$ cat config.mk
export PLATFORM = sky130hd
export DESIGN_NAME = tla_alert_top
export DESIGN_NICKNAME = d
export VERILOG_FILES = /design/src/tla_pkg.sv /design/src/tla_alert_top.sv /design/src/tla_channel.sv
export SDC_FILE = /design/constraint.sdc
export NUM_CORES = 1
export LEC_CHECK = 0
export BUFFER_PORTS_ARGS = -buffer_cell sky130_fd_sc_hd__buf_2
export CAP_MARGIN = 40
export CORE_MARGIN = 2
export CORE_UTILIZATION = 40
export CTS_CLUSTER_SIZE = 28
export DETAILED_ROUTE_END_ITERATION = 16
export PLACE_DENSITY = 0.7
export RECOVER_POWER = 50
export SLEW_MARGIN = 10
export SYNTH_ARGS = -nofsm -noshare
export SYNTH_HDL_FRONTEND = slang
export SYNTH_SLANG_ARGS = --single-unit
$ cat constraint.sdc
create_clock -name i_clk -period 2.1 [get_ports i_clk]
set_input_delay 0.42 -clock i_clk [delete_from_list [all_inputs] [get_ports i_clk]]
set_output_delay 0.42 -clock i_clk [all_outputs]
set_load 0.02 [all_outputs]
$ cat src/tla_pkg.sv
// constants, field layouts and carrier types of the temperature limit and alert logic
// assumes one 125 mhz clock shared with the link layer and the conversion engine
package tla_pkg;

   // register word layout: 14-bit code, left-justified in 16 bits
   localparam int unsigned WORD_W = 16;               // width of every register word
   localparam int unsigned CODE_W = 14;               // width of the temperature code
   localparam int unsigned PAD_W  = WORD_W - CODE_W;  // zero bits below the code

   // clock rate, kept for timing derivations elsewhere
   localparam int unsigned CLK_PERIOD_NS = 8;

   // reset value of the temperature register
   localparam logic [15:0] TEMP_RST = 16'h0000;

   // limit values that switch alerting off (highest and lowest code)
   localparam logic [15:0] LIM_HIGH_OFF = 16'h7FFC;
   localparam logic [15:0] LIM_LOW_OFF  = 16'h8000;

   // configuration word bit positions
   localparam int unsigned CFG_CHANNEL_ONE_POLARITY_BIT  = 7;   // channel one output polarity
   localparam int unsigned CFG_CHANNEL_TWO_POLARITY_BIT  = 3;   // channel two output polarity
   localparam int unsigned CFG_MODE1_BIT = 10;  // channel one latch or threshold select
   localparam int unsigned CFG_MODE2_BIT = 9;   // channel two latch or threshold select
   localparam int unsigned CFG_FH1_BIT   = 15;  // channel one high excursion flag
   localparam int unsigned CFG_FL1_BIT   = 14;  // channel one low excursion flag
   localparam int unsigned CFG_FH2_BIT   = 13;  // channel two high excursion flag
   localparam int unsigned CFG_FL2_BIT   = 12;  // channel two low excursion flag

   // host-writable bits of the configuration word, and its reset value
   localparam logic [15:0] CFG_WR_MASK = 16'h0688;
   localparam logic [15:0] CFG_RST     = 16'h0000;

   // global alert clear command bytes
   localparam logic [7:0] CMD_ALERT_CLR1 = 8'hB5;
   localparam logic [7:0] CMD_ALERT_CLR2 = 8'h75;

   // register selector used by the link layer for writes
   typedef enum logic [2:0] {
      SEL_NONE,
      SEL_CFG,
      SEL_HIGH1,
      SEL_LOW1,
      SEL_HIGH2,
      SEL_LOW2
   } tla_sel_t;

   // pair of limit words of one channel
   typedef struct packed {
      logic [15:0] high;
      logic [15:0] low;
   } tla_lim_t;

   // excursion flags of one channel
   typedef struct packed {
      logic high_excursion_flag;
      logic low_excursion_flag;
   } tla_flags_t;

endpackage : tla_pkg
$ cat src/tla_alert_top.sv
// temperature result register, limit registers, configuration and two alert channels
// assumes the link layer, the conversion engine and the nonvolatile store share i_clk
// and present one-cycle strobes; no synchroniser is needed on those inputs
//
// What this block does
// - keep each 14-bit result in temperature register
// - result is twos complement, 1/64 degree steps
// - code sits left-justified in every word
// - two channels, each with writable limit pair
// - compare every new result against both limits
// - mode bit: 0 latched window, 1 threshold
// - window mode latches flags and asserts output
// - window output released by clear or read
// - window flags cleared by configuration read
// - threshold: set above high, release below low
// - threshold mode low flag reads zero
// - threshold state changes only at conversions
// - limits load from nonvolatile store at reset
// - disabled output still follows its polarity bit
// - polarity bit sets output active level
// - outputs are open-drain, never drive high
`timescale 1ns/1ps
module tla_alert_top (
   input  wire logic                    i_clk,         // device clock, 125 mhz
   input  wire logic                    i_rstn,        // async reset, active low
   // conversion engine
   input  wire logic                    i_conv_done,   // result valid, one cycle
   input  wire logic [13:0]             i_conv_code,   // raw 14-bit twos complement code
   // nonvolatile limit defaults
   input  wire tla_pkg::tla_lim_t [1:0] i_nvm_lim,     // stored defaults, index 0 = channel one
   input  wire logic                    i_nvm_valid,   // store output is settled
   input  wire logic                    i_soft_reset,  // global software reset, one cycle
   // link layer requests
   input  wire logic                    i_wr_en,       // register write strobe
   input  wire tla_pkg::tla_sel_t       i_wr_sel,      // register being written
   input  wire logic [15:0]             i_wr_data,     // word, already paired lsb first
   input  wire logic                    i_cfg_rd,      // configuration read strobe
   input  wire logic                    i_cmd_valid,   // command byte strobe
   input  wire logic [7:0]              i_cmd_byte,    // command byte
   // register contents
   output logic [15:0]                  o_temp_word,   // temperature register
   output tla_pkg::tla_lim_t [1:0]      o_lim,         // limit registers
   output logic [15:0]                  o_cfg_ctrl,    // writable configuration bits
   output logic [15:0]                  o_cfg_rdata,   // configuration word captured by a read
   output logic                         o_cfg_rvalid,  // o_cfg_rdata is fresh, one cycle
   output tla_pkg::tla_flags_t [1:0]    o_flags,       // live excursion flags
   output logic                         o_lim_loaded,  // limits hold a loaded or written value
   // open-drain alert pins, limit_output_one is index 0
   output logic [1:0]                   o_limit_output_n_o,   // pin data, always low
   output logic [1:0]                   o_limit_output_n_oe   // high while pulling low
);

   // load sequencer: waits for the store after every reset
   typedef enum logic {
      LD_PEND,
      LD_DONE
   } tla_ld_t;

   tla_ld_t                 ld_reg;         // load sequencer state
   tla_ld_t                 ld_next;
   logic [15:0]             temp_reg;       // temperature register
   logic [15:0]             cfg_reg;        // writable configuration bits
   logic [15:0]             cfg_next;
   logic [15:0]             rdata_reg;      // configuration read capture
   logic                    rvalid_reg;     // read capture strobe
   tla_pkg::tla_lim_t [1:0] lim_reg;        // limit registers, index 0 = channel one
   tla_pkg::tla_lim_t [1:0] lim_next;
   logic                    loaded_reg;     // limits hold a loaded or written value
   logic                    loaded_next;
   logic [15:0]             temp_next;      // next temperature register value
   logic [15:0]             rdata_next;     // next read capture value
   logic [15:0]             rd_word;        // configuration word as a read would see it now

   // alert channel count, fixed by the two alert pins
   localparam int unsigned  N_CH = 2;

   // decoded requests and per-channel controls
   wire  logic [15:0]       conv_word;      // new result, left-justified
   wire  logic [15:0]       wr_word;        // written limit, pad bits forced to zero
   wire  logic [15:0]       cfg_wr_word;    // written configuration, writable bits only
   wire  logic              wr_cfg;         // configuration write this cycle
   wire  logic [1:0]        wr_high;        // high limit write, per channel
   wire  logic [1:0]        wr_low;         // low limit write, per channel
   wire  logic [1:0]        alert_clr;      // global alert clear, per channel
   wire  logic [1:0]        therm_mode;     // latch or threshold select, per channel
   wire  logic [1:0]        polarity;       // output active level, per channel

   // channel results, each straight from a flop inside the channel
   tla_pkg::tla_flags_t [1:0] ch_flags;     // excursion flag flops
   logic [1:0]              pin_o;          // pin data flops
   logic [1:0]              pin_oe;         // pin pull-down enable flops

   // left-justify, zero pad bits
   // the pad bits are forced to zero so that compares never see stale low bits
   assign conv_word   = {i_conv_code, {tla_pkg::PAD_W{1'b0}}};

   // host limits left-justified too
   // a host that writes nonzero pad bits gets them dropped, not stored
   assign wr_word     = {i_wr_data[tla_pkg::WORD_W-1:tla_pkg::PAD_W], {tla_pkg::PAD_W{1'b0}}};

   // only mode and polarity bits are host writable; flag bits are read-only
   assign cfg_wr_word = i_wr_data & tla_pkg::CFG_WR_MASK;

   // writable limits per channel
   // write strobe decode, one selector value per register
   assign wr_cfg      = i_wr_en && (i_wr_sel == tla_pkg::SEL_CFG);
   assign wr_high[0]  = i_wr_en && (i_wr_sel == tla_pkg::SEL_HIGH1);
   assign wr_low[0]   = i_wr_en && (i_wr_sel == tla_pkg::SEL_LOW1);
   assign wr_high[1]  = i_wr_en && (i_wr_sel == tla_pkg::SEL_HIGH2);
   assign wr_low[1]   = i_wr_en && (i_wr_sel == tla_pkg::SEL_LOW2);

   // per-channel clear bytes
   // other command bytes are ignored here; the link layer handles them
   assign alert_clr[0] = i_cmd_valid && (i_cmd_byte == tla_pkg::CMD_ALERT_CLR1);
   assign alert_clr[1] = i_cmd_valid && (i_cmd_byte == tla_pkg::CMD_ALERT_CLR2);

   // per-channel mode select bit
   // 0 selects the latched window, 1 the threshold detector
   assign therm_mode[0] = cfg_reg[tla_pkg::CFG_MODE1_BIT];
   assign therm_mode[1] = cfg_reg[tla_pkg::CFG_MODE2_BIT];

   assign polarity[0]   = cfg_reg[tla_pkg::CFG_CHANNEL_ONE_POLARITY_BIT];
   assign polarity[1]   = cfg_reg[tla_pkg::CFG_CHANNEL_TWO_POLARITY_BIT];

   // register holds last result
   // a software reset wins over a conversion landing in the same cycle
   assign temp_next = i_soft_reset ? tla_pkg::TEMP_RST :
                      i_conv_done  ? conv_word :
                                     temp_reg;

   // read sees flags before clear
   // channels in window mode clear their flags on the edge that takes the read strobe,
   // so the word is built from the flag flops as they stand before that edge
   always_comb begin
      rd_word                         = cfg_reg & tla_pkg::CFG_WR_MASK;
      rd_word[tla_pkg::CFG_FH1_BIT]   = ch_flags[0].high_excursion_flag;
      rd_word[tla_pkg::CFG_FL1_BIT]   = ch_flags[0].low_excursion_flag;
      rd_word[tla_pkg::CFG_FH2_BIT]   = ch_flags[1].high_excursion_flag;
      rd_word[tla_pkg::CFG_FL2_BIT]   = ch_flags[1].low_excursion_flag;
   end

   // read capture holds its value until the next read
   assign rdata_next = i_cfg_rd ? rd_word : rdata_reg;

   // load limits after reset
   // limits, load sequencer and configuration next state
   always_comb begin
      ld_next     = ld_reg;
      lim_next    = lim_reg;
      loaded_next = loaded_reg;
      cfg_next    = cfg_reg;
      case (ld_reg)
         // waiting for the store; host limit writes are dropped meanwhile,
         // since the load would overwrite them once the store is settled anyway
         LD_PEND: begin
            if (i_nvm_valid) begin
               lim_next    = i_nvm_lim;
               loaded_next = 1'b1;
               ld_next     = LD_DONE;
            end
         end
         // defaults in place; host writes replace them
         LD_DONE: begin
            if (wr_high[0]) begin
               lim_next[0].high = wr_word;
            end
            if (wr_low[0]) begin
               lim_next[0].low = wr_word;
            end
            if (wr_high[1]) begin
               lim_next[1].high = wr_word;
            end
            if (wr_low[1]) begin
               lim_next[1].low = wr_word;
            end
         end
         // unreachable encoding: start the load over
         default: begin
            ld_next = LD_PEND;
         end
      endcase
      // configuration writes are taken at any time
      if (wr_cfg) begin
         cfg_next = cfg_wr_word;
      end
      // software reset reloads defaults
      // a software reset restarts the load and returns the configuration
      if (i_soft_reset) begin
         ld_next     = LD_PEND;
         loaded_next = 1'b0;
         cfg_next    = tla_pkg::CFG_RST;
      end
   end

   // sequencer, limit and configuration flops
   // limits reset to the disabling codes so that no alert trips before the load
   always_ff @(posedge i_clk or negedge i_rstn) begin
      if (!i_rstn) begin
         ld_reg            <= LD_PEND;
         lim_reg[0].high   <= tla_pkg::LIM_HIGH_OFF;
         lim_reg[0].low    <= tla_pkg::LIM_LOW_OFF;
         lim_reg[1].high   <= tla_pkg::LIM_HIGH_OFF;
         lim_reg[1].low    <= tla_pkg::LIM_LOW_OFF;
         loaded_reg        <= 1'b0;
         cfg_reg           <= tla_pkg::CFG_RST;
      end else begin
         ld_reg            <= ld_next;
         lim_reg           <= lim_next;
         loaded_reg        <= loaded_next;
         cfg_reg           <= cfg_next;
      end
   end

   // temperature register flop
   always_ff @(posedge i_clk or negedge i_rstn) begin
      if (!i_rstn) begin
         temp_reg <= tla_pkg::TEMP_RST;
      end else begin
         temp_reg <= temp_next;
      end
   end

   // read capture and its one-cycle valid strobe
   always_ff @(posedge i_clk or negedge i_rstn) begin
      if (!i_rstn) begin
         rdata_reg  <= 16'h0000;
         rvalid_reg <= 1'b0;
      end else begin
         rdata_reg  <= rdata_next;
         rvalid_reg <= i_cfg_rd;
      end
   end

   // both channels see each result
   // one channel instance per alert pin; the channel compares the word of
   // the cycle in which the conversion strobe stands, not the older register
   // limitation: a software reset does not clear channel flags or outputs,
   // they follow the next conversion or release command instead
   genvar ch;
   generate
      for (ch = 0; ch < N_CH; ch++) begin : g_chan
         tla_channel u_tla_channel (
            .i_clk        (i_clk),
            .i_rstn       (i_rstn),
            .i_conv_done  (i_conv_done),
            .i_temp_word  (conv_word),
            .i_lim        (lim_reg[ch]),
            .i_therm_mode (therm_mode[ch]),
            .i_polarity   (polarity[ch]),
            .i_cfg_rd     (i_cfg_rd),
            .i_alert_clr  (alert_clr[ch]),
            .o_flags      (ch_flags[ch]),
            .o_pin_o      (pin_o[ch]),
            .o_pin_oe     (pin_oe[ch])
         );
      end
   endgenerate

   // outputs, each taken straight from a flop
   assign o_temp_word          = temp_reg;
   assign o_lim                = lim_reg;
   assign o_cfg_ctrl           = cfg_reg;
   assign o_cfg_rdata          = rdata_reg;
   assign o_cfg_rvalid         = rvalid_reg;
   assign o_flags              = ch_flags;
   assign o_lim_loaded         = loaded_reg;

   // open-drain pins only
   // data is always low; only the enable moves
   assign o_limit_output_n_o   = pin_o;
   assign o_limit_output_n_oe  = pin_oe;

endmodule : tla_alert_top

$ cat src/tla_channel.sv
// one alert channel: compare, flag latching or hysteresis, open-drain output
// assumes conversion pulses and host strobes are one cycle wide on i_clk
`timescale 1ns/1ps
module tla_channel (
   input  wire logic              i_clk,          // device clock
   input  wire logic              i_rstn,         // async reset, active low
   input  wire logic              i_conv_done,    // new result present this cycle
   input  wire logic [15:0]       i_temp_word,    // new left-justified result
   input  wire tla_pkg::tla_lim_t i_lim,          // this channel's limits
   input  wire logic              i_therm_mode,   // 1 = threshold, 0 = latched window
   input  wire logic              i_polarity,     // active level of the output
   input  wire logic              i_cfg_rd,       // configuration read strobe
   input  wire logic              i_alert_clr,    // global alert clear for this channel
   output tla_pkg::tla_flags_t    o_flags,        // excursion flags
   output logic                   o_pin_o,        // open-drain data, always low
   output logic                   o_pin_oe        // high while pulling the line low
);

   logic              fh_reg;        // high excursion flag
   logic              fh_next;
   logic              fl_reg;        // low excursion flag
   logic              fl_next;
   logic              act_reg;       // channel output asserted
   logic              act_next;
   logic              oe_reg;        // pin pull-down enable
   logic              level_next;    // wanted line level
   wire  logic        above;         // result above the high limit
   wire  logic        below;         // result below the low limit
   wire  logic        rd_or_clr;     // release of a latched output

   assign above     = i_conv_done && ($signed(i_temp_word) > $signed(i_lim.high));
   assign below     = i_conv_done && ($signed(i_temp_word) < $signed(i_lim.low));
   assign rd_or_clr = i_cfg_rd | i_alert_clr;

   // next flag and output state; a new excursion wins over a clear in the same cycle
   always_comb begin
      fh_next  = fh_reg;
      fl_next  = fl_reg;
      act_next = act_reg;
      if (i_therm_mode) begin
         if (above) begin
            fh_next = 1'b1;
         end else if (below) begin
            fh_next = 1'b0;
         end
         fl_next  = 1'b0;
         act_next = fh_next;
      end else begin
         fh_next  = above | (fh_reg & ~i_cfg_rd);
         fl_next  = below | (fl_reg & ~i_cfg_rd);
         act_next = above | below | (act_reg & ~rd_or_clr);
      end
   end

   assign level_next = act_next ? i_polarity : ~i_polarity;

   // state flops; the pin enable is registered so the output is glitch free
   always_ff @(posedge i_clk or negedge i_rstn) begin
      if (!i_rstn) begin
         fh_reg  <= 1'b0;
         fl_reg  <= 1'b0;
         act_reg <= 1'b0;
         // released in reset: idle level with the reset polarity is high
         oe_reg  <= 1'b0;
      end else begin
         fh_reg  <= fh_next;
         fl_reg  <= fl_next;
         act_reg <= act_next;
         oe_reg  <= ~level_next;
      end
   end

   // data side of the open-drain pin never drives high
   always_ff @(posedge i_clk or negedge i_rstn) begin
      if (!i_rstn) begin
         o_pin_o <= 1'b0;
      end else begin
         o_pin_o <= 1'b0;
      end
   end

   assign o_flags.high_excursion_flag = fh_reg;
   assign o_flags.low_excursion_flag  = fl_reg;
   assign o_pin_oe                    = oe_reg;

endmodule : tla_channel

* Yosys cells after proc, flatten, opt, wreduce, memory -nomap -nowiden
Cells that the tools add are included.
Operators by class: magnitude comparators 4, equal/unequal tests 13, muxes and demuxes 28, bitwise logic cells 24, reductions and logical operators 19
Operators with widths (count):
- 16-bit 2-to-1 mux | 8
- 64-bit case mux with 2 select lines | 1
- 64-bit 2-to-1 mux | 1
- 16-bit > comparator | 2
- 16-bit < comparator | 2
- 1-bit 2-to-1 mux | 18
- 1-bit logical AND | 11
- 1-bit bitwise OR | 10
- 2-bit AND reduction | 5
- 8-bit by 7-bit equality test with 1-bit output (second input constant) | 1
- 8-bit equality test (second input constant) | 1
- 2-bit by 1-bit != test with 1-bit output (second input constant) | 4
- 1-bit inverter | 8
- 1-bit bitwise AND | 6
- 3-bit by 2-bit equality test with 1-bit output (second input constant) | 2
- 3-bit equality test (second input constant) | 2
- 2-bit nonzero test | 3
- 2-bit != test (second input constant) | 2
- 3-bit by 1-bit equality test with 1-bit output (second input constant) | 1
Storage, ports and cells: register bits 115, bits of input ports 113, logic and storage cells 106

* Longest topological paths before layout
Gate-level depths: netlist of run 1.
depth after elaboration 9, mapped depth 8, mapped depth without buffers 8

* Modules after synthesis
Synthesis of run 1 repeated with hierarchy kept, for this count alone.
Second synthesis, totals: cells, all modules 690, area, all modules 6638.9 µm²
Modules (own cells, without submodules):
- tla_alert_top | instances 1, cells an instance 402, area an instance 4404.2 µm², sequential area each 2362.3 µm²
- tla_channel | instances 2, cells an instance 144, area an instance 1117.3 µm², sequential area each 100.1 µm²

* Least setup slack after synthesis of run 1
No wires, ideal clock.
kind register -> register, start register lim_reg, in the netlist o_lim[15], end register g_chan[0].u_tla_channel.oe_reg, data arrival time 2.290 ns, required time 1.976 ns, slack -0.314 ns, cell stages (with the launch flop) 9, path buffers 0, period minus slack after synthesis 2.414 ns, cells stage by stage dfstp_2 -> inv_1 -> ha_1 -> nand4_2 -> nor3_2 -> a2111oi_2 -> a21oi_1 -> or4_4 -> xor2_1
Between the ends: word-level cells in the longest chain between the ends 7, elaborated cells between the ends (all ways) 9, classes of those cells order compare: 1; mux: 4; bitwise: 3; reduce/logical: 1
RTL lines:
- start, declared | RTL line tla_alert_top.sv:66 | tla_pkg::tla_lim_t [1:0] lim_reg;
- start signal, assigned | RTL line tla_alert_top.sv:208 | lim_reg <= lim_next;
- 16-bit < comparator * | RTL line tla_channel.sv:32 | assign below = i_conv_done && ($signed(i_temp_word) < $signed(i_lim.low));
- 1-bit logical AND * | RTL line tla_channel.sv:32
- 1-bit bitwise OR / 1-bit 2-to-1 mux (equally long branches) | RTL line tla_channel.sv:51, tla_channel.sv:43
- 1-bit bitwise OR / 1-bit 2-to-1 mux (equally long branches) | RTL line tla_channel.sv:51, tla_channel.sv:41
- 1-bit 2-to-1 mux * | RTL line tla_channel.sv:40 | if (i_therm_mode) begin
- net g_chan[0].u_tla_channel.act_next | RTL line tla_channel.sv:24 | logic act_next;
- 1-bit 2-to-1 mux * | RTL line tla_channel.sv:55 | assign level_next = act_next ? i_polarity : ~i_polarity;
- 1-bit inverter * | RTL line tla_channel.sv:69 | oe_reg <= ~level_next;
- end signal, assigned | RTL line tla_channel.sv:69
- end, declared | RTL line tla_channel.sv:25 | logic oe_reg;
The timed path passes the listed nets; every way through them passes the cells marked *. A chain may end at the register's enable or synchronous reset.

* Final worst setup path of run 1
start register lim_reg, in the netlist o_lim[18], end register g_chan[0].u_tla_channel.oe_reg
Between the ends: word-level cells in the longest chain between the ends 7, elaborated cells between the ends (all ways) 8, classes of those cells order compare: 1; mux: 3; bitwise: 3; reduce/logical: 1
RTL lines:
- 16-bit > comparator * | RTL line tla_channel.sv:31 | assign above = i_conv_done && ($signed(i_temp_word) > $signed(i_lim.high));
- 1-bit logical AND * | RTL line tla_channel.sv:31
- 1-bit bitwise OR (2 in series) | RTL line tla_channel.sv:51 | act_next = above | below | (act_reg & ~rd_or_clr);
- 1-bit 2-to-1 mux * | RTL line tla_channel.sv:40
- net g_chan[0].u_tla_channel.act_next | RTL line tla_channel.sv:24
- 1-bit 2-to-1 mux * | RTL line tla_channel.sv:55
- 1-bit inverter * | RTL line tla_channel.sv:69
Marked as above.

==> results.toml, run 1 <==
[sta]
hold_viol = 0
fin_crit_ps = 2280
drv_slew = 0
fin_hold_ws_ps = 248
rsz0062_at_grt = "yes"
fin_skew_ps = 9.13
worst_pin_slew_ps = 1050
min_period_over_period_pct = 109
setup_viol = 5
slew-limit-headroom_pct = 30.0
layout_setup_ws_ps = -182
tns_ps = -501
fmax_mhz = 438

[clock_tree]
clk_latency_ps = 360
ctsHtreeMaxLevel = 3
clk_pin_slew_ps = 80
cts_hold_buf = 0
cts_tree = "built"
cts_sinks = 101
cts_root_buf = "clkbuf_16"
clock_path_buffers = 2
cts_buffers = 9

[setup_path]
cp-start-kind = "register"
endpoint_kind = "register"
arrival_ps = 2520
path_max_fanout = 2
rr_worst_depth = 8
critical_path_class = "register to register"
cp.required_ps = 2340

[logic_synthesis]
synth-seq-area-share_pct = 40.7
synth_xor_area_share_pct = 0.139
muxShareOfSynthArea_pct = 13.7
synth_top_family_by_area = "multiplexers"
ys_async_sr_fraction_pct = 100
ys.warnings.count = 0
synth_top_area_cell = "dfrtp_1"
netlist_instances = 667
yosys.area.top_type_share_pct = 29.0
synth.area.top_cells = "dfrtp_1 (29%), mux2i_1 (12%), dfstp_2 (12%), ha_1 (11%), nor2_1 (4.9%)"
synth_flop_cell = "dfrtp_1"
ys_types = 52
synth.ff_latch_count = 101
avgSynthCellArea_sq_um = 9.44
synth_compound_area_share_pct = 12.4
yosys.area_share.adder_pct = 11.1
syn_area_sq_um = 6300
synth_edf_count = 0
synthSimpleGateAreaFrac_pct = 11.9

[routing]
top_layer_used = "met5"
wl_met3_um = 1110
wire_per_inst_um = 16.4
met1_length_um = 8490
viasPerCell = 4.92
first_pass_iters = 5
wirelength_um = 19000
drc = 0
drt_iter0_markers = 205
vias = 5712
drtAntennaViolNets = 0
wl_met2_um = 8920

[layout]
nets = 1113
drive_gt1_share_pct = 40.1
syn_to_final_growth_pct = 36.9
largest_reg_flops = 64
n_antenna_cell = 0
fin_util_pct = 56.3

[place]
dp_hpwl_um = 14900
pre_cts_ws_ps = -412
numPortBuffers = 208
routabilityCongestion = 0.887

[worst_hold_path]
hp-class = "input pin to asynchronous set/reset pin"

[power]
power_density_nw_per_um2 = 780
vdd_drop_max_mv = 0.456
power.leakage_nw = 4.42

[grt]
overflow = 0
grt_pass1_wl_um = 29200
grt_max_degree = 42
grt_pass1_vias = 5607
grt_antenna_before_repair = 1
grt_usage_pct = 22.8

[die]
fp.dieH_um = 129
die_area_sq_um = 16800
initial_core_util_pct = 41.1
die_w_um = 129
core.rowCount = 45
coreArea_sq_um = 15300
io_pins = 235

[job]
maxCapViolations = 0

[status]
violations = "setup timing"
outcome = "complete, but fails checks"
synthesized netlist by cell type (9+ instances only):
cell / instances
a21oi_1: 61
inv_1: 71
dfstp_2: 28
mux2_2: 9
nand4_1: 9
ha_1: 56
o21ai_0: 29
buf_4: 34
dfrtp_1: 73
nor2_1: 83
mux2i_1: 76
nand2_1: 34
clkbuf_1: 19
logic make-up (layout without fill, tap and decap cells):
family | count (synthesis) | in the layout
flip-flops | 101 | 101
XOR/XNOR | 1 | 1
AND/OR/NAND/NOR | 161 | 161
buffers and inverters | 132 | 391
AO/OA/AOI/OAI | 130 | 130
other | 1 | 24
adder cells (fa/ha/maj) | 56 | 56
multiplexers | 85 | 85
power by group:
part           total, mW  switching (mW)  internal, mW
Clock               1.73           0.793         0.937
Sequential          2.47           0.186          2.28
Combinational       2.52            1.42          1.10
Total               6.72            2.40          4.32
area by class of cell:
class	instances	area (sq um)
Clock inverter	6	68.8
Sequential cell	101	2570
Clock buffer	10	229
Timing Repair Buffer	304	1730
Tap cell	211	264
Multi-Input combinational cell	457	3500
Inverter	71	267
Fill cell	1428	6690
worst max-delay path, cell delays in order (launching register included):
cell and delay, ps:
dfstp_2 540, inv_2 40, ha_4 250, or3b_4 400, nor2_4 100, a31oi_1 90
o21a_1 160, or4_4 430, xor2_1 150
worst paths after layout:
check / from / end / slack, ps
max in group asynchronous: i_rstn / o_lim[1] / 570
max: o_lim[18] / g_chan[0].u_tla_channel.o_pin_oe / -180
min: i_rstn / o_temp_word[4] / 250
min in group i_clk: i_nvm_lim[48] / o_lim[48] / 270
min reg2reg: o_lim[39] / o_lim[39] / 490
max reg2reg: o_lim[18] / g_chan[0].u_tla_channel.o_pin_oe / -180
stage by stage:
stage / total power [mW] / cell area (sq um) / std cells
3_5_place_dp: 4.86 / 8150 / 1142
6_report: 6.72 / 8620 / 1160
3_3_place_gp: 4.81 / 8150 / 1142
4_1_cts: 6.70 / 8610 / 1160
5_1_grt: 7.12 / 8620 / 1160
2_1_floorplan: 3.88 / 6440 / 690
placed cells by master (no fill, tap or decap), types with 7 or more instances in the layout:
cell       Yosys  layout
buf_2          6     186
buf_4         34      86
nor2_1        83      80
mux2i_1       76      74
dfrtp_1       73      72
inv_1         71      67
a21oi_1       61      56
ha_1          56      49
nand2_1       34      34
dfstp_2       28      28
clkbuf_1      19      27
o21ai_0       29      25
conb_1         1      24
nand4_1        9       9
clkbuf_16      0       9
mux2_2         9       8
ha_4           0       7
repair_timing:
action	in CTS	in global routing
pin swaps	9	13
resized for setup	26	18
buffers inserted	2	1
endpoints found under the setup margin	5	7
per-layer routing:
layer	vias to the layer above	global-route usage, %
met2	169	37.5
met4	2	7.91
met5	-	0
met1	2711	30.3
met3	33	4.38
li1	2797	-
Power figures use the tool's default switching activity.
==> run 2, diff against run 1 <==
Settings changed: PLACE_DENSITY 0.7 to 0.69, SYNTH_HIERARCHICAL set to 1.
==> results.toml, run 2 <==
[sta]
hold_viol = 0
fin_crit_ps = 2400
min_period_over_period_pct = 114
worst_pin_slew_ps = 1320
fin_skew_ps = 8.70
slew-limit-headroom_pct = 12.2
tns_ps = -1470
rsz0062_at_grt = "yes"
layout_setup_ws_ps = -297
setup_viol = 8
fmax_mhz = 417
drv_slew = 0

[layout]
syn_to_final_growth_pct = 42.6
final_common_cell = "buf_2"
fin_util_pct = 57.7
nets = 1189
n_antenna_cell = 0
fin_cells = 1239
layout_common_cells = "buf_2 (188), inv_1 (118), buf_4 (118), dfrtp_1 (70), mux2_2 (64)"
drive_gt1_share_pct = 49.8
largest_reg_flops = 64

[setup_path]
timing.rr.end = "g_chan[0].u_tla_channel/o_pin_oe"
crit_start = "o_lim[15]"
critical_path_class = "register to register"
cp-start-kind = "register"
worstReg2RegStart = "o_lim[15]"
endpoint_kind = "register"
rr_worst_depth = 8
path_max_fanout = 3
setup.worst_path.end = "g_chan[0].u_tla_channel/o_pin_oe"
rrSetupSlack_ps = -300
arrival_ps = 2680
cp.required_ps = 2380

[routing]
drc = 0
wire_per_inst_um = 16.4
vias = 6002
wirelength_um = 20300
drtAntennaViolNets = 0
viasPerCell = 4.84
drt_iter0_markers = 234
first_pass_iters = 4

[clock_tree]
clk_pin_slew_ps = 70
clock_path_buffers = 2
clk_latency_ps = 370
cts_sinks = 101
cts_tree = "built"
ctsHtreeMaxLevel = 3
cts_root_buf = "clkbuf_16"
cts_buffers = 9

[logic_synthesis]
yosys-top-cells-count = "inv_1 (129), dfrtp_1 (73), o21ai_0 (66)"
synth.area.top_cells = "dfrtp_1 (28%), ha_1 (12%), dfstp_2 (11%), mux2_2 (11%), inv_1 (7.3%)"
netlist_instances = 690
syn_area_sq_um = 6640
synth.most_common_cell = "inv_1"
synth_edf_count = 0
ys.warnings.count = 6
synth_flop_cell = "dfrtp_1"
synth_top_area_cell = "dfrtp_1"
ys_types = 56
synth.ff_latch_count = 101
synth-seq-area-share_pct = 38.6
avgSynthCellArea_sq_um = 9.62
ys_async_sr_fraction_pct = 100
yosys.area.top_type_share_pct = 27.5

[job]
maxCapViolations = 0

[status]
outcome = "complete, but fails checks"
violations = "setup timing"

[die]
die_area_sq_um = 17600
core.rowCount = 47
fp.dieH_um = 133
io_pins = 235
coreArea_sq_um = 16400
initial_core_util_pct = 40.5
die_w_um = 133

[place]
dp.cells = 1210
numPortBuffers = 208
routabilityCongestion = 0.867
dp_hpwl_um = 15500

[power]
vdd_drop_max_mv = 0.443
power.leakage_nw = 4.89
power_mw = 7.38
power_density_nw_per_um2 = 779

[worst_hold_path]
hp-class = "input pin to register"
hp-start = "i_nvm_lim[16]"

[grt]
grt_antenna_before_repair = 0
overflow = 0
grt_pass1_wl_um = 31200
grt_usage_pct = 22.7
grt_pass1_vias = 6130
grt_max_degree = 46
-- run 2: cell families after synthesis --
logic type	share of synthesized area, %
AOI/OAI and AO/OA	13.4
and+or+nand+nor	10.5
muxes	13.6
other	0.170
DFF	38.6
adders and majority gates	11.7
buffers and inverters	12.1
-- run 2: critical path: stages (launching register included) --
cell and delay, ps:
dfstp_2 550, inv_2 50, ha_4 220, nand4_4 70, nor3_2 50, or3_4 410
or4_4 540, a32o_2 280, a211oi_2 150
-- run 2: worst min path at each step --
stage                                            endpoint  depth (start not counted)
after floorplan           g_chan[0].u_tla_channel/act_reg                          0
final                                           o_lim[16]                          3
after CTS                                       o_lim[17]                          3
after global routing                            o_lim[16]                          3
after global placement                     o_cfg_rdata[9]                          1
after detailed placement                   o_cfg_rdata[3]                          1
-- run 2: stage by stage --
stage	instance area (sq um)	worst slack, ps	hold slack (ps)
3_5_place_dp	8650	-772	375
3_3_place_gp	8650	-803	378
6_report	9470	-297	250
2_1_floorplan	6790	-293	124
4_1_cts	9200	-282	251
5_1_grt	9470	-375	259
-- run 2: per-layer routing --
| metal | share of wire, % | track usage [%] |
|---|---|---|
| met3 | 5.6 | 4.79 |
| met5 | 0 | 0 |
| met2 | 48 | 38.0 |
| met1 | 44 | 28.8 |
| met4 | 2.6 | 8.48 |
-- run 2: final cells by class --
cell class / instances / area, sq um
clock buffers: 10 / 229
repair buffers: 332 / 1950
well taps: 220 / 275
inverters: 130 / 488
fillers: 1421 / 6940
multi-input cells: 440 / 3910
flip-flops and latches: 101 / 2570
clock inverters: 6 / 47.5
-- run 2: power breakdown --
part,leakage [nW],switching [mW],internal [mW]
Sequential,1.20,0.210,2.34
Combinational,3.57,1.72,1.48
Clock,0.121,0.811,0.811
-- run 2: what timing repair did --
| action | CTS | global route |
|---|---|---|
| pin swaps | 22 | 14 |
| buffers inserted | 7 | 6 |
| hold buffers | 1 | 0 |
| gates resized for setup | 33 | 44 |
| setup endpoints to repair | 8 | 8 |
| endpoints found under the hold margin | 17 | 0 |
